<file path="src/async_isosync_serial_port_regs.vh">
/*
  Register map, field positions, reset values and timing counts for the
  async/isosync serial port. Assumes a 32-bit Avalon-MM slave with byte
  addresses; only the low data lanes carry register bits.
*/
`ifndef ASYNC_ISOSYNC_SERIAL_PORT_REGS_VH
`define ASYNC_ISOSYNC_SERIAL_PORT_REGS_VH

// byte offsets
`define OFS_FRAME_FORMAT   5'h00
`define OFS_PORT_CONTROL   5'h04
`define OFS_DIVISOR_UPPER  5'h08
`define OFS_DIVISOR_LOWER  5'h0c
`define OFS_CLOCK_PIN_CTL  5'h10
`define OFS_TRANSMIT_BUF   5'h14
`define OFS_RECEIVE_BUF    5'h18
`define OFS_STATUS         5'h1c

// frame_format_register fields
`define FMT_LEN_HI         2
`define FMT_LEN_LO         0
`define FMT_ADDR_MODE      3
`define FMT_ISO_MODE       4
`define FMT_PAR_EN         5
`define FMT_PAR_EVEN       6
`define FMT_TWO_STOP       7

// port_control_register fields
`define CTL_RX_EN          0
`define CTL_TX_EN          1
`define CTL_TX_WAKE        3
`define CTL_INT_CLK        4
`define CTL_SOFT_RESET_N   5
`define CTL_RX_INT_EN      6

// clock_pin_control_register fields
`define PIN_DIR            0
`define PIN_DATA_IN        1
`define PIN_DATA_OUT       2
`define PIN_FUNCTION       3

// status register fields
`define ST_TX_READY        0
`define ST_TX_EMPTY        1
`define ST_RX_READY        2
`define ST_RX_ERROR        3
`define ST_PARITY_ERR      4
`define ST_FRAMING_ERR     5
`define ST_OVERRUN_ERR     6
`define ST_BREAK_ERR       7
`define ST_RX_WAKE         8

// reset values
`define RST_FRAME_FORMAT   8'h07
`define RST_PORT_CONTROL   8'h00
`define RST_DIVISOR_UPPER  8'h00
`define RST_DIVISOR_LOWER  8'h00
`define RST_CLOCK_PIN_CTL  4'h0

// timing counts
`define ASYNC_TICKS_LAST   4'hf
`define ASYNC_MID_TICK     4'h7
`define BLANK_BITS_LAST    4'h9
`define IDLE_BITS_ISO      8'h0a
`define IDLE_TICKS_ASYNC   8'ha0

`endif

</file>
<file path="src/async_isosync_serial_port.v">
/*
  Full-duplex serial port, asynchronous (16 shift clocks per bit) and
  isosynchronous (1 shift clock per bit), with an Avalon-MM register slave.
  Assumes a single 40 MHz clock; receive data and the clock pin come from
  outside and are synchronised here.
*/
// Summary of operation
// soft reset bit at 0 clears all operating flags and halts both state machines
// soft reset bit at 1 lets transmission and reception run
// software should configure while in soft reset, may release in same write
// asynchronous mode holds every transmitted bit for sixteen shift clocks
// isosynchronous mode shifts one bit per shift clock, same frame format
// isosynchronous shift clock is internal and driven out, or external input
// clock pin function zero: pin is GPIO under direction and data bits
// clock pin function one: pin carries shift clock, GPIO bits ignored
// divisor is sixteen bits from upper and lower byte registers
// async bit rate is system clock over 32 times divisor plus one
// iso internal bit rate is system clock over 2 times divisor plus one
// external shift clock must not exceed one tenth of system clock
// both link ends must use identical async bit rates
// async reception starts on a falling edge of the receive line; iso reception starts on a tick with the line low
// after programmed bits, copy shift register to buffer and set ready
// receive ready with receive interrupt enabled raises interrupt request
// parity, framing, overrun, break set own flag and summary; keep receiving
// multiprocessor receiver marks each frame address or data in wake status
// transmit buffer write clears transmit ready
// empty shift register takes buffered character and sets transmit ready
// wake bit copied to hidden staging bit with character; neither writable; port control writes still set the wake bit here
// idle-line mode with wake set sends ten idle bit times instead of data
// three-bit length selects 1..8 bits, right-justified, LSB first
// control bit selects address-bit protocol or idle-line protocol
// two bits enable parity and choose odd or even
// one low start bit, one or two high stop bits, idle high
// async receiver samples mid-bit, rejects start not low at mid-bit
// transmit starts only when enabled and released; line idles high
`timescale 1ns/1ps
`default_nettype none
`include "async_isosync_serial_port_regs.vh"

module async_isosync_serial_port (
  input  wire        mclk_in,
  input  wire        sys_rst_in,
  input  wire [4:0]  avs_address_in,
  input  wire        avs_read_in,
  input  wire        avs_write_in,
  input  wire [31:0] avs_writedata_in,
  input  wire [3:0]  avs_byteenable_in,
  output wire [31:0] avs_readdata_out,
  output wire        avs_waitrequest_out,
  input  wire        rxd_in,
  output wire        txd_out,
  input  wire        sclk_pin_in,
  output wire        sclk_pin_out,
  output wire        sclk_pin_oe_out,
  output wire        rx_irq_out
);

  localparam T_IDLE  = 3'd0;
  localparam T_START = 3'd1;
  localparam T_DATA  = 3'd2;
  localparam T_ADDR  = 3'd3;
  localparam T_PAR   = 3'd4;
  localparam T_STOP  = 3'd5;
  localparam T_BLANK = 3'd6;

  localparam R_IDLE  = 3'd0;
  localparam R_START = 3'd1;
  localparam R_DATA  = 3'd2;
  localparam R_ADDR  = 3'd3;
  localparam R_PAR   = 3'd4;
  localparam R_STOP  = 3'd5;

  // right-justified mask for a character of len+1 bits
  function [7:0] len_mask;
    input [2:0] len;
    begin
      len_mask = 8'hff >> (3'd7 - len);
    end
  endfunction

  // parity bit that makes the total count odd or even
  function par_bit;
    input [7:0] data;
    input [2:0] len;
    input       even;
    begin
      par_bit = (^(data & len_mask(len))) ^ ~even;
    end
  endfunction

  reg  [7:0]  fmt_q;
  reg  [7:0]  ctl_q;
  reg  [7:0]  div_hi_q;
  reg  [7:0]  div_lo_q;
  reg  [3:0]  pinctl_q;
  reg  [7:0]  tx_buf_q;
  reg         ack_q;
  reg  [31:0] rdata_q;
  reg  [31:0] rdata_d;

  reg         rxd_s1_q;
  reg         rxd_s2_q;
  reg         rxd_prev_q;
  reg         sclk_s1_q;
  reg         sclk_s2_q;
  reg         sclk_prev_q;

  reg  [15:0] div_cnt_q;
  reg         sclk_int_q;
  reg         sclk_out_q;
  reg         sclk_oe_q;

  reg  [2:0]  tx_st_q;
  reg  [3:0]  tx_tcnt_q;
  reg  [3:0]  tx_bit_q;
  reg  [7:0]  tx_shf_q;
  reg         wut_q;
  reg         tx_par_q;
  reg         tx_full_q;
  reg         txd_q;
  reg         txd_d;

  reg  [2:0]  rx_st_q;
  reg  [3:0]  rx_tcnt_q;
  reg  [2:0]  rx_bit_q;
  reg  [7:0]  rx_shf_q;
  reg         rx_abit_q;
  reg         rx_pbit_q;
  reg         rx_zero_q;
  reg  [7:0]  idle_cnt_q;
  reg         idle_seen_q;
  reg  [7:0]  rx_buf_q;
  reg         rx_rdy_q;
  reg         pe_q;
  reg         fe_q;
  reg         oe_q;
  reg         bk_q;
  reg         rx_wake_q;
  reg         rx_irq_q;

  wire [2:0]  len       = fmt_q[`FMT_LEN_HI:`FMT_LEN_LO];
  wire        addr_mode = fmt_q[`FMT_ADDR_MODE];
  wire        iso       = fmt_q[`FMT_ISO_MODE];
  wire        run       = ctl_q[`CTL_SOFT_RESET_N];
  wire [15:0] divisor   = {div_hi_q, div_lo_q};

  wire req     = avs_read_in | avs_write_in;
  wire wr_go   = avs_write_in & ack_q & avs_byteenable_in[0];
  wire rd_go   = avs_read_in & ack_q;
  wire wr_txb  = wr_go & (avs_address_in == `OFS_TRANSMIT_BUF);
  wire rd_rxb  = rd_go & (avs_address_in == `OFS_RECEIVE_BUF);
  wire wr_stat = wr_go & (avs_address_in == `OFS_STATUS);
  wire tx_load = run & (tx_st_q == T_IDLE) & tx_full_q & ctl_q[`CTL_TX_EN];
  wire rx_err  = pe_q | fe_q | oe_q | bk_q;

  // one wait state on every access, reads registered
  assign avs_waitrequest_out = req & ~ack_q;
  assign avs_readdata_out    = rdata_q;

  always @* begin
    rdata_d = 32'h0000_0000;
    case (avs_address_in)
      `OFS_FRAME_FORMAT:  rdata_d[7:0] = fmt_q;
      `OFS_PORT_CONTROL:  rdata_d[7:0] = ctl_q;
      `OFS_DIVISOR_UPPER: rdata_d[7:0] = div_hi_q;
      `OFS_DIVISOR_LOWER: rdata_d[7:0] = div_lo_q;
      `OFS_CLOCK_PIN_CTL: rdata_d[3:0] = {pinctl_q[3:2], sclk_s2_q, pinctl_q[0]};
      `OFS_RECEIVE_BUF:   rdata_d[7:0] = rx_buf_q;
      `OFS_STATUS: begin
        rdata_d[`ST_TX_READY]    = ~tx_full_q;
        rdata_d[`ST_TX_EMPTY]    = ~tx_full_q & (tx_st_q == T_IDLE);
        rdata_d[`ST_RX_READY]    = rx_rdy_q;
        rdata_d[`ST_RX_ERROR]    = rx_err;
        rdata_d[`ST_PARITY_ERR]  = pe_q;
        rdata_d[`ST_FRAMING_ERR] = fe_q;
        rdata_d[`ST_OVERRUN_ERR] = oe_q;
        rdata_d[`ST_BREAK_ERR]   = bk_q;
        rdata_d[`ST_RX_WAKE]     = rx_wake_q;
      end
      default: rdata_d = 32'h0000_0000;
    endcase
  end

  always @(posedge mclk_in or posedge sys_rst_in) begin
    if (sys_rst_in) begin
      ack_q    <= 1'b0;
      rdata_q  <= 32'h0000_0000;
      fmt_q    <= `RST_FRAME_FORMAT;
      ctl_q    <= `RST_PORT_CONTROL;
      div_hi_q <= `RST_DIVISOR_UPPER;
      div_lo_q <= `RST_DIVISOR_LOWER;
      pinctl_q <= `RST_CLOCK_PIN_CTL;
      tx_buf_q <= 8'h00;
    end else begin
      ack_q <= req & ~ack_q;
      if (avs_read_in & ~ack_q)
        rdata_q <= rdata_d;
      // wake bit drops when its character moves to the shift register
      if (tx_load)
        ctl_q[`CTL_TX_WAKE] <= 1'b0;
      if (wr_go) begin
        case (avs_address_in)
          `OFS_FRAME_FORMAT:  fmt_q    <= avs_writedata_in[7:0];
          `OFS_PORT_CONTROL:  ctl_q    <= avs_writedata_in[7:0];
          `OFS_DIVISOR_UPPER: div_hi_q <= avs_writedata_in[7:0];
          `OFS_DIVISOR_LOWER: div_lo_q <= avs_writedata_in[7:0];
          `OFS_CLOCK_PIN_CTL: pinctl_q <= avs_writedata_in[3:0];
          `OFS_TRANSMIT_BUF:  tx_buf_q <= avs_writedata_in[7:0] & len_mask(len);
          default: ;
        endcase
      end
    end
  end

  // two-stage synchronisers for the pins
  always @(posedge mclk_in or posedge sys_rst_in) begin
    if (sys_rst_in) begin
      rxd_s1_q    <= 1'b1;
      rxd_s2_q    <= 1'b1;
      rxd_prev_q  <= 1'b1;
      sclk_s1_q   <= 1'b0;
      sclk_s2_q   <= 1'b0;
      sclk_prev_q <= 1'b0;
    end else begin
      rxd_s1_q    <= rxd_in;
      rxd_s2_q    <= rxd_s1_q;
      rxd_prev_q  <= rxd_s2_q;
      sclk_s1_q   <= sclk_pin_in;
      sclk_s2_q   <= sclk_s1_q;
      sclk_prev_q <= sclk_s2_q;
    end
  end

  // internal shift clock toggles every divisor+1 cycles: period 2*(div+1)
  wire int_tick = run & (div_cnt_q == divisor) & ~sclk_int_q;
  // external clock must stay below mclk/10 for this edge detect
  wire ext_tick = sclk_s2_q & ~sclk_prev_q;
  wire tick     = ctl_q[`CTL_INT_CLK] ? int_tick : ext_tick;

  always @(posedge mclk_in or posedge sys_rst_in) begin
    if (sys_rst_in) begin
      div_cnt_q  <= 16'h0000;
      sclk_int_q <= 1'b0;
      sclk_out_q <= 1'b0;
      sclk_oe_q  <= 1'b0;
    end else begin
      if (!run) begin
        div_cnt_q  <= 16'h0000;
        sclk_int_q <= 1'b0;
      end else if (div_cnt_q == divisor) begin
        div_cnt_q  <= 16'h0000;
        sclk_int_q <= ~sclk_int_q;
      end else begin
        div_cnt_q <= div_cnt_q + 16'h0001;
      end
      if (pinctl_q[`PIN_FUNCTION]) begin
        sclk_out_q <= sclk_int_q;
        sclk_oe_q  <= ctl_q[`CTL_INT_CLK];
      end else begin
        sclk_out_q <= pinctl_q[`PIN_DATA_OUT];
        sclk_oe_q  <= pinctl_q[`PIN_DIR];
      end
    end
  end

  assign sclk_pin_out    = sclk_out_q;
  assign sclk_pin_oe_out = sclk_oe_q;

  // one bit per tick in iso, sixteen ticks in async
  wire tx_bit_end = tick & (iso | (tx_tcnt_q == `ASYNC_TICKS_LAST));

  always @* begin
    case (tx_st_q)
      T_START: txd_d = tx_bit_q[0];
      T_DATA:  txd_d = tx_shf_q[0];
      T_ADDR:  txd_d = wut_q;
      T_PAR:   txd_d = tx_par_q;
      default: txd_d = 1'b1;
    endcase
  end

  always @(posedge mclk_in or posedge sys_rst_in) begin
    if (sys_rst_in) begin
      tx_st_q   <= T_IDLE;
      tx_tcnt_q <= 4'h0;
      tx_bit_q  <= 4'h0;
      tx_shf_q  <= 8'h00;
      wut_q     <= 1'b0;
      tx_par_q  <= 1'b0;
      tx_full_q <= 1'b0;
      txd_q     <= 1'b1;
    end else if (!run) begin
      tx_st_q   <= T_IDLE;
      tx_tcnt_q <= 4'h0;
      tx_bit_q  <= 4'h0;
      tx_full_q <= 1'b0;
      txd_q     <= 1'b1;
    end else begin
      txd_q <= txd_d;
      if (wr_txb)
        tx_full_q <= 1'b1;
      else if (tx_load)
        tx_full_q <= 1'b0;
      if (tick)
        tx_tcnt_q <= tx_tcnt_q + 4'h1;
      case (tx_st_q)
        T_IDLE: begin
          if (tx_load) begin
            tx_shf_q  <= tx_buf_q;
            wut_q     <= ctl_q[`CTL_TX_WAKE];
            tx_par_q  <= par_bit(tx_buf_q, len, fmt_q[`FMT_PAR_EVEN]);
            // hold idle until a tick: full start bit
            tx_tcnt_q <= {4{addr_mode | ~ctl_q[`CTL_TX_WAKE]}};
            tx_bit_q  <= {3'h0, addr_mode | ~ctl_q[`CTL_TX_WAKE]};
            // idle-line block start: ten high bit times, character discarded
            tx_st_q   <= (~addr_mode & ctl_q[`CTL_TX_WAKE]) ? T_BLANK : T_START;
          end
        end
        T_START: begin
          if (tx_bit_q[0])
            tx_bit_q <= {3'h0, ~tick};
          else if (tx_bit_end)
            tx_st_q <= T_DATA;
        end
        T_DATA: begin
          if (tx_bit_end) begin
            tx_shf_q <= {1'b0, tx_shf_q[7:1]};
            if (tx_bit_q[2:0] == len) begin
              tx_bit_q <= 4'h0;
              tx_st_q  <= addr_mode ? T_ADDR : (fmt_q[`FMT_PAR_EN] ? T_PAR : T_STOP);
            end else begin
              tx_bit_q <= tx_bit_q + 4'h1;
            end
          end
        end
        T_ADDR: begin
          if (tx_bit_end)
            tx_st_q <= fmt_q[`FMT_PAR_EN] ? T_PAR : T_STOP;
        end
        T_PAR: begin
          if (tx_bit_end)
            tx_st_q <= T_STOP;
        end
        T_STOP: begin
          if (tx_bit_end) begin
            if (fmt_q[`FMT_TWO_STOP] & (tx_bit_q == 4'h0))
              tx_bit_q <= 4'h1;
            else
              tx_st_q <= T_IDLE;
          end
        end
        T_BLANK: begin
          if (tx_bit_end) begin
            if (tx_bit_q == `BLANK_BITS_LAST)
              tx_st_q <= T_IDLE;
            else
              tx_bit_q <= tx_bit_q + 4'h1;
          end
        end
        default: tx_st_q <= T_IDLE;
      endcase
    end
  end

  assign txd_out = txd_q;

  wire rx_line   = rxd_s2_q;
  wire rx_fall   = rxd_prev_q & ~rxd_s2_q;
  wire rx_sample = tick & (iso | (rx_tcnt_q == `ASYNC_TICKS_LAST));
  wire rx_done   = (rx_st_q == R_STOP) & rx_sample & ctl_q[`CTL_RX_EN];
  wire par_err   = fmt_q[`FMT_PAR_EN] & (rx_pbit_q != par_bit(rx_shf_q, len, fmt_q[`FMT_PAR_EVEN]));
  wire idle_long = idle_cnt_q >= (iso ? `IDLE_BITS_ISO : `IDLE_TICKS_ASYNC);

  always @(posedge mclk_in or posedge sys_rst_in) begin
    if (sys_rst_in) begin
      rx_st_q     <= R_IDLE;
      rx_tcnt_q   <= 4'h0;
      rx_bit_q    <= 3'h0;
      rx_shf_q    <= 8'h00;
      rx_abit_q   <= 1'b0;
      rx_pbit_q   <= 1'b0;
      rx_zero_q   <= 1'b0;
      idle_cnt_q  <= 8'h00;
      idle_seen_q <= 1'b0;
      rx_buf_q    <= 8'h00;
      rx_rdy_q    <= 1'b0;
      pe_q        <= 1'b0;
      fe_q        <= 1'b0;
      oe_q        <= 1'b0;
      bk_q        <= 1'b0;
      rx_wake_q   <= 1'b0;
    end else if (!run) begin
      rx_st_q    <= R_IDLE;
      rx_tcnt_q  <= 4'h0;
      idle_cnt_q <= 8'h00;
      rx_rdy_q   <= 1'b0;
      pe_q       <= 1'b0;
      fe_q       <= 1'b0;
      oe_q       <= 1'b0;
      bk_q       <= 1'b0;
      rx_wake_q  <= 1'b0;
    end else begin
      // clears first so that a same-cycle set wins
      if (rd_rxb)
        rx_rdy_q <= 1'b0;
      if (wr_stat) begin
        if (avs_writedata_in[`ST_PARITY_ERR])  pe_q <= 1'b0;
        if (avs_writedata_in[`ST_FRAMING_ERR]) fe_q <= 1'b0;
        if (avs_writedata_in[`ST_OVERRUN_ERR]) oe_q <= 1'b0;
        if (avs_writedata_in[`ST_BREAK_ERR])   bk_q <= 1'b0;
      end
      if (tick)
        rx_tcnt_q <= rx_tcnt_q + 4'h1;
      case (rx_st_q)
        R_IDLE: begin
          if (tick & rx_line & (idle_cnt_q != 8'hff))
            idle_cnt_q <= idle_cnt_q + 8'h01;
          rx_shf_q  <= 8'h00;
          rx_bit_q  <= 3'h0;
          rx_zero_q <= 1'b1;
          if (iso ? (tick & ~rx_line) : rx_fall) begin
            idle_seen_q <= idle_long;
            idle_cnt_q  <= 8'h00;
            rx_tcnt_q   <= 4'h0;
            rx_st_q     <= iso ? R_DATA : R_START;
          end
        end
        R_START: begin
          if (tick & (rx_tcnt_q == `ASYNC_MID_TICK)) begin
            rx_tcnt_q <= 4'h0;
            rx_st_q   <= rx_line ? R_IDLE : R_DATA;
          end
        end
        R_DATA: begin
          if (rx_sample) begin
            rx_shf_q[rx_bit_q] <= rx_line;
            if (rx_line)
              rx_zero_q <= 1'b0;
            if (rx_bit_q == len)
              rx_st_q <= addr_mode ? R_ADDR : (fmt_q[`FMT_PAR_EN] ? R_PAR : R_STOP);
            else
              rx_bit_q <= rx_bit_q + 3'h1;
          end
        end
        R_ADDR: begin
          if (rx_sample) begin
            rx_abit_q <= rx_line;
            if (rx_line)
              rx_zero_q <= 1'b0;
            rx_st_q <= fmt_q[`FMT_PAR_EN] ? R_PAR : R_STOP;
          end
        end
        R_PAR: begin
          if (rx_sample) begin
            rx_pbit_q <= rx_line;
            if (rx_line)
              rx_zero_q <= 1'b0;
            rx_st_q <= R_STOP;
          end
        end
        R_STOP: begin
          if (rx_sample)
            rx_st_q <= R_IDLE;
        end
        default: rx_st_q <= R_IDLE;
      endcase
      if (rx_done) begin
        rx_buf_q  <= rx_shf_q;
        rx_rdy_q  <= 1'b1;
        rx_wake_q <= addr_mode ? rx_abit_q : idle_seen_q;
        if (par_err)
          pe_q <= 1'b1;
        if (~rx_line)
          fe_q <= 1'b1;
        if (rx_rdy_q & ~rd_rxb)
          oe_q <= 1'b1;
        if (~rx_line & rx_zero_q)
          bk_q <= 1'b1;
      end
    end
  end

  always @(posedge mclk_in or posedge sys_rst_in) begin
    if (sys_rst_in)
      rx_irq_q <= 1'b0;
    else
      rx_irq_q <= rx_rdy_q & ctl_q[`CTL_RX_INT_EN];
  end

  assign rx_irq_out = rx_irq_q;

endmodule

`default_nettype wire

</file>
<file path="config.mk">
export PLATFORM = sky130hd
export DESIGN_NAME = async_isosync_serial_port
export DESIGN_NICKNAME = d
export VERILOG_FILES = /design/src/async_isosync_serial_port.v
export VERILOG_INCLUDE_DIRS = /design/src
export SDC_FILE = /design/constraint.sdc
export NUM_CORES = 1
export LEC_CHECK = 0
export ABC_AREA = 1
export BUFFER_PORTS_ARGS = -buffer_cell sky130_fd_sc_hd__buf_2
export CORE_MARGIN = 4
export CORE_UTILIZATION = 45
export CTS_BUF_LIST = sky130_fd_sc_hd__clkbuf_8
export CTS_CLUSTER_DIAMETER = 150
export DETAILED_ROUTE_END_ITERATION = 6
export HOLD_SLACK_MARGIN = 0.15
export SLEW_MARGIN = 20
export SYNTH_ARGS = -nofsm -noshare
export SYNTH_HDL_FRONTEND = slang
export SYNTH_SLANG_ARGS = --single-unit
</file>
<file path="constraint.sdc">
create_clock -name mclk_in -period 5.57 [get_ports mclk_in]
set_input_delay 0.8355 -clock mclk_in [delete_from_list [all_inputs] [get_ports mclk_in]]
set_output_delay 0.8355 -clock mclk_in [all_outputs]
set_load 0.02 [all_outputs]
</file>
# Word-level counts from Yosys, hierarchy flattened

Cells that the tools add are included.

Add/sub/neg operators: 7
$lt $le $gt $ge: 3
Equality and inequality tests: 61
Shifts and indexed selects: 1
Muxes and demuxes: 110
Bitwise logic cells: 52
Reduce and logical (&&, ||, !) cells: 31

Operator list:

| kind                    | count |
|---|---|
| $mux W4                 | 19 |
| $mux W3                 | 24 |
| $mux W8                 | 8 |
| $ne A3 B3 Y1 const B    | 21 |
| $mux W1                 | 42 |
| $mux W16                | 2 |
| $pmux W8 S2             | 2 |
| $and A1 B1 Y1           | 30 |
| $pmux W4 S7             | 1 |
| $and A8 B8 Y8           | 3 |
| $pmux W4 S6             | 1 |
| $pmux W3 S7             | 1 |
| $eq A5 B5 Y1 const B    | 4 |
| $pmux W4 S5             | 1 |
| $pmux W3 S6             | 1 |
| $add A16 B1 Y16 const B | 1 |
| $eq A16 B16 Y1          | 1 |
| $reduce_and A2 Y1       | 8 |
| $reduce_xor A8 Y1       | 2 |
| $eq A3 B3 Y1 const B    | 5 |
| $reduce_and A3 Y1       | 5 |
| $reduce_and A7 Y1       | 2 |
| $add A4 B1 Y4 const B   | 3 |
| $eq A3 B2 Y1 const B    | 4 |
| 38 further kinds        | 74 |

Register bits: 147
Input bits: 47
Output and inout bits: 37

# Depth between registers and ports, before layout

Gate-level depths: netlist of the first run.

Depth in word-level cells: 10
Gate-level depth with buffers: 16
Gate-level depth less buffers: 15

# Worst setup path after synthesis of the first run

OpenSTA, ideal clock, no wires.

Path kind: input port to flip-flop
Start point: input port avs_address_in[1]
End point: register ctl_q[0]
Arrival time: 1.932 ns
Required time: 5.439 ns
Path slack: 3.507 ns
Stages on the path: 7
Path through: nor2_1 nand2_1 nor3_2 nand2_1 clkbuf_1 nand2_1 o21ai_0

Word-level cells in the longest chain between the ends: 2

Ends and longest elaborated chain:

| item                        | RTL line                        | text |
|---|---|---|
| from (decl)                 | async_isosync_serial_port.v:43  | `input wire [4:0] avs_address_in,` |
| $eq A5 B3 Y1                | async_isosync_serial_port.v:202 | `case (avs_address_in)` |
| $reduce_and A2 Y1 (no line) | --                              |  |
| to (signal assigned)        | async_isosync_serial_port.v:189 | `` ctl_q <= `RST_PORT_CONTROL; `` |
| to (signal assigned)        | async_isosync_serial_port.v:204 | `` `OFS_PORT_CONTROL: ctl_q <= avs_writedata_in[7:0]; `` |
| to (decl)                   | async_isosync_serial_port.v:92  | `reg [7:0] ctl_q;` |

No other way between the ends.
A chain may end at the register's enable or synchronous reset.

# Worst setup path in the final report of the first run

Start point: register fmt_q[0]
End point: register tx_par_q

Word-level cells in the longest chain between the ends: 5

Ends and longest elaborated chain:

| item                   | RTL line                        | text |
|---|---|---|
| from (decl)            | async_isosync_serial_port.v:91  | `reg [7:0] fmt_q;` |
| from (signal assigned) | async_isosync_serial_port.v:188 | `` fmt_q <= `RST_FRAME_FORMAT; `` |
| from (signal assigned) | async_isosync_serial_port.v:203 | `` `OFS_FRAME_FORMAT: fmt_q <= avs_writedata_in[7:0]; `` |
| $sub A3 B3 Y3          | async_isosync_serial_port.v:77  | `len_mask = 8'hff >> (3'd7 - len);` |
| $shr A8 B3 Y8          | async_isosync_serial_port.v:77  |  |
| $and A8 B8 Y8          | async_isosync_serial_port.v:87  | `par_bit = (^(data & len_mask(len))) ^ ~even;` |
| $reduce_xor A8 Y1      | async_isosync_serial_port.v:87  |  |
| $xor A1 B1 Y1          | async_isosync_serial_port.v:87  |  |
| to (signal assigned)   | async_isosync_serial_port.v:311 | `` tx_par_q <= par_bit(tx_buf_q, len, fmt_q[`FMT_PAR_EVEN]); `` |
| to (decl)              | async_isosync_serial_port.v:118 | `reg tx_par_q;` |

No other way between the ends.

==> results of run 1 <==
report_power, final:
| part | switching [mW] | internal, mW |
|---|---|---|
| Combinational | 0.205 | 0.0846 |
| Sequential | 0.0524 | 1.11 |
| Clock | 0.412 | 0.500 |
stage by stage:
step | cells | worst slack (ns) | hold slack, ns | power, mW
2_1_floorplan | 1053 | 0.8231 | 0.3312 | 1.400
3_5_place_dp | 1267 | 3.004 | 0.3428 | 1.477
5_1_grt | 1299 | 2.874 | 0.3698 | 2.480
6_report | 1299 | 3.079 | 0.3526 | 2.368
3_3_place_gp | 1267 | 3.062 | 0.3398 | 1.474
4_1_cts | 1299 | 3.069 | 0.3563 | 2.385
logic make-up after synthesis:
kind of cell	Yosys count	synth area share, %
XOR/XNOR	28	3.057
AO/OA/AOI/OAI	191	13.82
multiplexers	2	0.2496
buffers and inverters	169	9.499
flip-flops	146	45.66
adder cells (fa/ha/maj)	12	1.872
AND/OR/NAND/NOR	482	25.80
other	1	0.04675
worst max-delay path by stage:
stage	from	to	cells past startpoint
after floorplan	sys_rst_in	ack_q$_DFF_PP0_	1
after global placement	avs_address_in[1]	ctl_q[3]$_DFF_PP0_	7
after detailed placement	avs_address_in[1]	ctl_q[6]$_DFFE_PP0P_	6
after CTS	fmt_q[0]$_DFFE_PP1P_	tx_par_q$_DFFE_PP0P_	9
after global routing	tx_st_q[1]$_DFFE_PP0P_	tx_shf_q[1]$_DFFE_PP0P_	9
final	fmt_q[0]$_DFFE_PP1P_	tx_par_q$_DFFE_PP0P_	9
metal layers:
layer	routed length, µm	vias up	global-route usage (%)	share of wire (%)
met1	10110	3232	32.47	49
met4	199	0	4.747	0.95
met5	0	-	0	0
met2	9276	197	31.73	45
met3	1257	16	5.123	6.0
li1	-	3406	-	-
cell type report:
class	count	area share, %
clock buffers	22	3.476
clock inverters	10	1.508
inverters	121	5.271
multi-input cells	738	42.24
flip-flops and latches	146	42.04
well taps	225	3.231
repair buffers	37	2.240
cell usage after synthesis (4+ instances only):
| cell | instances |
|---|---|
| o21ai_2 | 10 |
| a21oi_1 | 29 |
| buf_2 | 5 |
| o22ai_1 | 9 |
| a221oi_1 | 6 |
| inv_2 | 8 |
| ha_1 | 12 |
| nor4_1 | 4 |
| buf_6 | 4 |
| clkbuf_1 | 13 |
| nor2_1 | 77 |
| nand4_1 | 14 |
| o21ai_1 | 10 |
| dfrtp_1 | 139 |
| xnor2_1 | 9 |
| o211ai_1 | 4 |
| a211oi_1 | 5 |
| inv_1 | 110 |
| o21ai_0 | 97 |
| buf_4 | 24 |
| nand3_1 | 75 |
| nor3_1 | 19 |
| dfstp_2 | 7 |
| nand2_1 | 275 |
| a31oi_1 | 5 |
| xor2_1 | 19 |
cells in the final DEF, fill, tap and decap left out, types with 7 or more instances in the layout:
cell	n
o21ai_0	97
xnor2_1	9
inv_1	111
clkbuf_8	22
buf_2	33
ha_1	12
nand2_1	275
a21oi_1	29
nand3_1	75
o22ai_1	9
inv_2	8
dfstp_2	7
o21ai_2	10
nor2_1	77
xor2_1	19
nor3_1	19
nand4_1	14
conb_1	23
o21ai_1	10
dfrtp_1	139
flip-flops by register name, summed over array words and instances (netlist names), 3 cells and up:
name              count
div_cnt_q            16
avs_readdata_out      9
ctl_q                 8
div_hi_q              8
div_lo_q              8
fmt_q                 8
idle_cnt_q            8
rx_buf_q              8
rx_shf_q              8
tx_buf_q              8
tx_shf_q              8
rx_tcnt_q             4
tx_bit_q              4
tx_tcnt_q             4
pinctl_q              3
rx_bit_q              3
rx_st_q               3
tx_st_q               3
==> flow_metrics.py, run 1 <==
metrics = {
    "synth": {
        "synth_area_leaders": "dfrtp_1, nand2_1, o21ai_0",
        "ys.flop_type": "dfrtp_1",
        "synth-seq-cells": 146,
        "synthArstFlopShare_pct": 100.0,
        "synth_edf_count": 0,
        "syn_avg_cell_area_um2": 7.780,
        "yosysSeqAreaShare_pct": 45.66,
        "synth.distinct_cells": 53,
        "yosys_warnings": 0,
        "syn_area_um2": 8021,
        "yosysTopAreaCell": "dfrtp_1",
        "synth_top_area_share_pct": 43.36,
        "syn_inst": 1031,
    },
    "global_route": {
        "grt.total_usage_pct": 21.57,
        "grt_max_degree": 92,
        "grt_overflow": 0,
        "antenna_found_initial": 0,
        "grt_pass1_vias": 6175,
        "grt_pass1_wl_um": 33640,
    },
    "worst_setup_path": {
        "r2r-end": "tx_par_q$_DFFE_PP0P_",
        "crit_top_cell": "o21ai_0",
        "r2r_slack_ns": 3.08,
        "crit_slowest_cell": "dfstp_2",
        "end_kind": "flop",
        "path_cells": "inv_1 -> o21ai_0 -> nand2_1 -> o21ai_0 -> xor2_1 -> xor2_1 -> nand2_1 -> nand3_1 -> o21ai_0",
        "reg2reg_depth": 9,
        "critPathBufInv": 1,
        "worstPathArrival_ns": 2.84,
        "path_delay_family": "compound AO/OA/AOI/OAI gates",
        "start_kind": "flop",
        "crit_type": "flop to flop",
        "r2r_start": "fmt_q[0]$_DFFE_PP1P_",
        "cp_max_fo": 7,
        "critPathMaxStageDelay_ns": 0.67,
        "critPathRequiredTime_ns": 5.91,
    },
    "cells_and_area": {
        "ff_latch_area_um2": 3662,
        "final_core_util_pct": 50.19,
        "layout-area-overhead-vs-synth_pct": 8.610,
        "layout-drive-gt1-share_pct": 9.963,
        "nNetsFinal": 1120,
        "diodes": 0,
        "multi_input_area_um2": 3680,
        "nFillCells": 1762,
        "final_area_um2": 8712,
    },
    "min_path": {
        "hold_class": "flop to flop",
        "hold_path.startpoint": "sclk_s1_q$_DFF_PP0_",
        "holdPathStages": 0,
        "holdPathEnd": "sclk_s2_q$_DFF_PP0_",
    },
    "floorplanning": {
        "die_area_um2": 20030,
        "die_w_um": 141.5,
        "initial_utilization_pct": 46.22,
        "ios": 84,
        "die_y_um": 141.5,
        "core_area_um2": 17360,
        "rows": 48,
    },
    "place": {
        "globalplace.congestion": 0.9354,
        "io_buffers": 33,
        "dpl.hpwl_um": 15220,
        "place_area_um2": 8278,
    },
    "drt": {
        "vias_per_cell": 5.274,
        "wl_um": 20840,
        "routedWlPerCell_um": 16.05,
        "vias": 6851,
        "antenna_left": 0,
        "drtPass1Iterations": 5,
        "drc_errors": 0,
        "drt_iter0_markers": 531,
    },
    "clock_network": {
        "cts_tree": "yes",
        "worstSkewPairLatency_ns": 0.47,
        "clock-sinks": 146,
        "htree_levels": 4,
        "cts_resized": 0,
        "cts-buffers-inserted": 17,
        "cts_root_buf": "clkbuf_8",
        "holdBufCountCts": 0,
        "cts_setup_buffers": 0,
        "clockBufferDepth": 2,
        "clk_pin_slew_ns": 0.08,
    },
    "power": {
        "p_leak_nw": 4.227,
        "power_density_nw_per_um2": 271.8,
        "ir_drop_mv": 0.2038,
    },
    "sta": {
        "post-route-period-util_pct": 44.72,
        "fin_skew_ns": 0.01670,
        "slew_viol_final": 0,
        "period_needed_ns": 2.491,
        "tns_ns": 0,
        "worstMarginPinSlew_ns": 0.9116,
        "rsz0062_at_grt": "false",
        "final_hold_viol_count": 0,
        "clock.fmax_mhz": 401.5,
        "slew_headroom_pct": 39.23,
        "setup_violations": 0,
    },
    "status": {
        "outcome": "completed",
    },
    "flow_run": {
        "drv_cap": 0,
    },
}
(Power assumes the default switching activity.)
==> run 2, diff against run 1 <==
--- a/config.mk
+++ b/config.mk
@@ -14,6 +14,7 @@
 export CTS_CLUSTER_DIAMETER = 150
 export DETAILED_ROUTE_END_ITERATION = 6
 export HOLD_SLACK_MARGIN = 0.15
+export PLACE_DENSITY = 0.66
 export SLEW_MARGIN = 20
 export SYNTH_ARGS = -nofsm -noshare
 export SYNTH_HDL_FRONTEND = slang
==> constraint.sdc (replaced) <==
create_clock -name mclk_in -period 2 [get_ports mclk_in]
set_input_delay 0.3 -clock mclk_in [delete_from_list [all_inputs] [get_ports mclk_in]]
set_output_delay 0.3 -clock mclk_in [all_outputs]
set_load 0.02 [all_outputs]
==> run 2 against run 1 <==
Compared with the run above: via count is 8.6% higher; clock-buffer cell count is 2 lower; fmax is 25% higher; combinational power grew to 4.0 times the previous value; critical path depth is 5 higher; critical endpoint is now rx_shf_q[4]$_DFFE_PP0P_.
==> flow_metrics.py, run 2 (same netlist as run 1, synthesis figures left out) <==
metrics = {
    "power": {
        "switchingPower_mw": 1.959,
        "power_frac_clock_pct": 34.5,
        "comb_power_share_pct": 17.4,
        "power_density_nw_per_um2": 671.3,
        "swShare_pct": 29.28,
        "p_leak_nw": 4.872,
        "finalPower_mw": 6.692,
        "ir_drop_mv": 0.5790,
        "p_int_mw": 4.733,
        "seqPwrFrac_pct": 48.1,
    },
    "sta": {
        "slew_viol_final": 0,
        "setup_violations": 0,
        "fin_skew_ns": 0.01151,
        "slew_headroom_pct": 60.44,
        "worstMarginPinSlew_ns": 0.5922,
        "final_hold_viol_count": 0,
        "rsz0062_at_grt": "true",
        "post-route-period-util_pct": 99.84,
        "period_needed_ns": 1.997,
        "clock.fmax_mhz": 500.8,
    },
    "drt": {
        "drt_iter0_markers": 546,
        "vias_per_cell": 5.263,
        "routedWlPerCell_um": 15.41,
        "drtPass1Iterations": 7,
        "wl_um": 21800,
        "vias": 7442,
        "drc_errors": 0,
        "antenna_left": 0,
    },
    "global_route": {
        "grt_overflow": 0,
        "antenna_found_initial": 0,
        "grt_max_degree": 36,
        "grt.total_usage_pct": 21.98,
        "grt_pass1_vias": 6968,
        "grt_pass1_wl_um": 35070,
    },
    "cells_and_area": {
        "largest_register": "div_cnt_q",
        "final_core_util_pct": 57.43,
        "final_common_cell": "nand2_1",
        "nFillCells": 1579,
        "most-common-layout-cells": "nand2_1, dfrtp_1, inv_1",
        "diodes": 0,
        "largest_reg_flops": 16,
        "layout-area-overhead-vs-synth_pct": 24.27,
        "nNetsFinal": 1235,
        "layout-drive-gt1-share_pct": 22.12,
    },
    "clock_network": {
        "clockBufferDepth": 2,
        "clk_pin_slew_ns": 0.08,
        "cts-buffers-inserted": 17,
        "cts_root_buf": "clkbuf_8",
        "clock-sinks": 146,
        "worstSkewPairLatency_ns": 0.45,
        "htree_levels": 4,
        "cts_tree": "yes",
    },
    "floorplanning": {
        "rows": 48,
        "die_y_um": 141.5,
        "initial_utilization_pct": 46.22,
        "die_w_um": 141.5,
        "core_area_um2": 17360,
        "die_area_um2": 20030,
        "ios": 84,
    },
    "worst_setup_path": {
        "critPathRequiredTime_ns": 2.35,
        "worstPathArrival_ns": 2.35,
        "crit_type": "flop to flop",
        "cp_max_fo": 8,
        "end_kind": "flop",
        "start_kind": "flop",
    },
    "place": {
        "globalplace.congestion": 0.9287,
        "dpl.hpwl_um": 15510,
        "io_buffers": 33,
    },
    "flow_run": {
        "drv_cap": 0,
    },
    "status": {
        "outcome": "completed",
    },
    "min_path": {
        "hold_class": "input port to flop",
    },
}
==> run 2: path summary, 6_finish.rpt <==
check | to | from | slack, ns | cells after the start
min in group asynchronous | div_cnt_q[11]$_DFF_PP0_ | sys_rst_in | 0.45 | 3
setup reg to reg | rx_shf_q[4]$_DFFE_PP0P_ | div_lo_q[2]$_DFFE_PP0P_ | 0.003 | 14
setup / recovery | rx_shf_q[4]$_DFFE_PP0P_ | div_lo_q[2]$_DFFE_PP0P_ | 0.003 | 14
hold reg to reg | rx_line$_DFF_PP1_ | rxd_s1_q$_DFF_PP1_ | 0.36 | 0
hold / removal | avs_readdata_out[8]$_DFFE_PP0P_ | avs_address_in[4] | 0.24 | 3
max in group asynchronous | rxd_s1_q$_DFF_PP1_ | sys_rst_in | 0.91 | 4
==> run 2: repair_timing <==
item / CTS / global route
hold endpoints to repair: 22 / 0
pin swaps: 11 / 32
gates resized for setup: 19 / 70
hold buffers: 12 / 0
setup endpoints to repair: 33 / 80
gates cloned: 1 / 1
buffers inserted: 7 / 7
==> run 2: power groups by stage <==
| stage | logic [mW] | clock network (mW) | registers (mW) |
|---|---|---|---|
| floorplan | 0.651 | 0 | 3.25 |
| global placement | 0.977 | 0 | 3.27 |
| detailed placement | 0.990 | 0 | 3.27 |
| CTS | 1.06 | 2.35 | 3.21 |
| global route | 1.29 | 2.48 | 3.24 |
| finish | 1.16 | 2.31 | 3.22 |
==> run 2: per-layer routing <==
| layer | vias to the layer above | GRT usage, % | share of wire, % |
|---|---|---|---|
| li1 | 3644 | - | - |
| met1 | 3506 | 31.94 | 46 |
| met2 | 265 | 33.43 | 44 |
| met3 | 27 | 4.617 | 7.6 |
| met4 | 0 | 6.162 | 2.0 |
| met5 | - | 0 | 0 |
==> run 2: area by class of cell <==
cell class                      instances  area [µm²]  share of cell area, %
Clock buffer                           20       275.3                  2.761
Clock inverter                         12       116.4                  1.167
Inverter                              121       457.9                  4.594
Multi-Input combinational cell        739        3984                  39.96
Sequential cell                       146        3664                  36.75
Tap cell                              225       281.5                  2.824
Timing Repair Buffer                  150        1185                  11.89
Timing Repair inverter                  1       5.005                0.05021
==> run 2: critical path: stages (launching register included) <==
cell	delay, ns
dfrtp_1	0.42
xor2_1	0.17
nor2_1	0.12
nand2_2	0.10
nor2_4	0.12
nand4_4	0.12
nand2_4	0.11
buf_12	0.13
nand2_8	0.06
nor2_4	0.13
nand2_4	0.09
nand2_8	0.11
o21ai_1	0.08
nand2_1	0.08
nand2_1	0.04
==> run 2: through the flow <==
step                hold slack (ns)  cells  TNS, ns  instance area (µm²)  setup slack, ns
detailed placement           0.3481   1356   -1.633                 9045         -0.09997
global route                 0.2451   1414   -3.365                 9968          -0.1486
CTS                          0.2205   1408  -0.2926                 9663         -0.04236
floorplan                    0.3045   1053   -17.70                 8108          -0.1273
global placement             0.3381   1356  -0.3288                 9045         -0.05098
finish                       0.2409   1414        0                 9968         0.003233
==> run 3, diff against run 2 <==
--- a/config.mk
+++ b/config.mk
@@ -6,7 +6,6 @@
 export SDC_FILE = /design/constraint.sdc
 export NUM_CORES = 1
 export LEC_CHECK = 0
-export ABC_AREA = 1
 export BUFFER_PORTS_ARGS = -buffer_cell sky130_fd_sc_hd__buf_2
 export CORE_MARGIN = 4
 export CORE_UTILIZATION = 45
==> run 3 against run 2 <==
Compared with the run above: the flow now finishes with violations (negative setup slack); critical path depth shrank 6; combinational power shrank 16%; clock-buffer cell count is the same; fmax shrank 19%; final area grew 2.3%; power shrank 4.3%; clock power is essentially flat; non-clock buffer count grew 44; sequential power shrank 2%; clock skew is essentially flat.
==> flow_metrics.py, run 3 <==
metrics = {
    "place": {
        "globalplace.congestion": 0.8953,
        "post-place-ws_ns": -0.4630,
        "io_buffers": 33,
        "dpl.hpwl_um": 15500,
        "place_area_um2": 9289,
    },
    "floorplanning": {
        "rows": 48,
        "ios": 84,
        "die_y_um": 140.6,
        "initial_utilization_pct": 45.87,
        "die_area_um2": 19750,
        "die_w_um": 140.6,
        "core_area_um2": 17240,
    },
    "sta": {
        "final_hold_viol_count": 0,
        "setup_violations": 62,
        "slew_viol_final": 0,
        "rsz0062_at_grt": "true",
        "worst_slack_ns": -0.4568,
        "slew_headroom_pct": 61.96,
        "post-route-period-util_pct": 122.8,
        "period_needed_ns": 2.457,
        "clock.fmax_mhz": 407.0,
        "fin_skew_ns": 0.01148,
        "worstMarginPinSlew_ns": 0.5562,
    },
    "synth": {
        "syn_inst": 802,
        "yosys.cell_count.top_type": "dfrtp_1",
        "synth_edf_count": 0,
        "synth_top_area_share_pct": 43.99,
        "yosysSeqAreaShare_pct": 46.32,
        "synth.distinct_cells": 72,
        "ys_top_cells_by_count": "dfrtp_1, nand2_1, o21ai_0, nor2_1, mux2_2",
        "syn_area_um2": 7906,
        "syn_avg_cell_area_um2": 9.858,
        "synth_area_leaders": "dfrtp_1, mux2_2, nand2_1",
        "ys.flop_type": "dfrtp_1",
        "yosysTopAreaCell": "dfrtp_1",
        "synthArstFlopShare_pct": 100.0,
        "synth-seq-cells": 146,
        "yosys_warnings": 0,
    },
    "global_route": {
        "grt_max_degree": 58,
        "grt_overflow": 0,
        "grt_pass1_vias": 6764,
        "grt.total_usage_pct": 22.40,
        "antenna_found_initial": 0,
        "grt_pass1_wl_um": 35430,
    },
    "cells_and_area": {
        "ff_latch_area_um2": 3662,
        "largest_register": "div_cnt_q",
        "layout-area-overhead-vs-synth_pct": 29.01,
        "nFillCells": 1484,
        "multi_input_area_um2": 4292,
        "final_area_um2": 10200,
        "final_common_cell": "dfrtp_1",
        "most-common-layout-cells": "dfrtp_1, buf_4, nand2_1",
        "largest_reg_flops": 16,
        "diodes": 0,
        "nNetsFinal": 1039,
        "layout-drive-gt1-share_pct": 33.64,
    },
    "clock_network": {
        "cts_tree": "yes",
        "clk_pin_slew_ns": 0.08,
        "htree_levels": 4,
        "cts-buffers-inserted": 17,
        "worstSkewPairLatency_ns": 0.46,
        "clockBufferDepth": 2,
        "cts_root_buf": "clkbuf_8",
        "clock-sinks": 146,
    },
    "worst_setup_path": {
        "path_cells": "xor2_1 -> nor4_2 -> buf_4 -> nand4_4 -> o21a_4 -> or4b_4 -> o311ai_4 -> o41ai_2",
        "critPathRequiredTime_ns": 2.33,
        "crit_slowest_cell": "or4b_4",
        "start_kind": "flop",
        "crit_type": "flop to flop",
        "worstPathArrival_ns": 2.79,
        "end_kind": "flop",
        "cp_max_fo": 7,
        "critPathMaxStageDelay_ns": 0.56,
    },
    "drt": {
        "vias": 6690,
        "wl_um": 21690,
        "vias_per_cell": 5.493,
        "drtPass1Iterations": 6,
        "drt_iter0_markers": 472,
        "drc_errors": 0,
        "routedWlPerCell_um": 17.81,
        "antenna_left": 0,
    },
    "power": {
        "power_frac_clock_pct": 35.7,
        "switchingPower_mw": 1.841,
        "ir_drop_mv": 0.5592,
        "comb_power_share_pct": 15.2,
        "p_int_mw": 4.566,
        "swShare_pct": 28.73,
        "p_leak_nw": 4.757,
        "power_density_nw_per_um2": 628.1,
        "seqPwrFrac_pct": 49.2,
    },
    "status": {
        "outcome": "complete, but fails checks",
        "violations": "negative setup slack",
    },
    "flow_run": {
        "drv_cap": 0,
    },
    "min_path": {
        "hold_class": "input port to flop",
    },
}
==> run 3: metal layers <==
metal	global-route usage, %	part of all wire (%)	wire [µm]
met5	0	0	0
met4	7.139	2.2	469
met3	3.995	5.0	1081
met2	36.59	49	10600
met1	30.39	44	9537
==> run 3: kinds of logic after synthesis <==
group | synth area share, %
AO/OA/AOI/OAI | 14.94
XOR/XNOR | 6.314
adder cells (fa/ha/maj) | 1.899
buffers and inverters | 4.969
flip-flops | 46.32
multiplexers | 8.277
other | 0.04743
AND/OR/NAND/NOR | 17.23
==> run 3: final timing paths <==
| kind | startpoint | to | cells past startpoint | slack [ns] |
|---|---|---|---|---|
| hold reg to reg | sclk_s1_q$_DFF_PP0_ | sclk_s2_q$_DFF_PP0_ | 0 | 0.35 |
| setup reg to reg | div_cnt_q[0]$_DFF_PP0_ | rx_shf_q[3]$_DFFE_PP0P_ | 8 | -0.46 |
| setup / recovery | div_cnt_q[0]$_DFF_PP0_ | rx_shf_q[3]$_DFFE_PP0P_ | 8 | -0.46 |
| min in group asynchronous | sys_rst_in | tx_bit_q[3]$_DFFE_PP0P_ | 3 | 0.42 |
| hold / removal | avs_writedata_in[2] | tx_buf_q[2]$_DFFE_PP0P_ | 3 | 0.19 |
| max in group asynchronous | sys_rst_in | rx_line$_DFF_PP1_ | 4 | 0.87 |
==> run 3: power groups by stage <==
stage / registers, mW / clock network, mW / logic [mW]
after floorplan: 3.17 / 0 / 0.498
after global placement: 3.20 / 0 / 0.808
after detailed placement: 3.20 / 0 / 0.816
after CTS: 3.15 / 2.32 / 0.944
after global routing: 3.16 / 2.44 / 1.06
final: 3.15 / 2.28 / 0.973
==> run 3: critical path, delay by kind of cell, from the launching register on <==
family / cells / cell delay [ns]
xor+xnor: 1 / 0.16
flops: 1 / 0.41
buf+inv: 1 / 0.18
simple gates: 3 / 0.98
compound gates: 3 / 0.59
==> run 3: cell type report <==
| cell class | count | area share, % |
|---|---|---|
| tap | 225 | 2.760 |
| inverter | 22 | 0.8464 |
| sequential | 146 | 35.91 |
| clock buffer | 20 | 2.699 |
| multi-input combinational | 599 | 42.08 |
| clock inverter | 12 | 1.067 |
| timing repair buffer | 194 | 14.65 |
==> run 3: stage by stage <==
step | utilization (%) | power (mW) | TNS, ns | instances | hold WS (ns)
after global routing | 59.18 | 6.655 | -19.59 | 1218 | 0.1885
after floorplan | - | 3.669 | -26.51 | 824 | 0.3045
after detailed placement | 53.89 | 4.018 | -15.73 | 1161 | 0.3347
after global placement | 53.89 | 4.006 | -13.84 | 1161 | 0.3358
final | 59.18 | 6.407 | -13.75 | 1218 | 0.1942
after CTS | 58.14 | 6.415 | -11.41 | 1211 | 0.1730
==> run 3: what timing repair did <==
item,CTS,global route
setup endpoints to repair,59,63
endpoints found under the hold margin,22,0
setup buffers,11,8
pin swaps,20,16
hold buffers,7,0
cloned,1,0
resized for setup,48,30
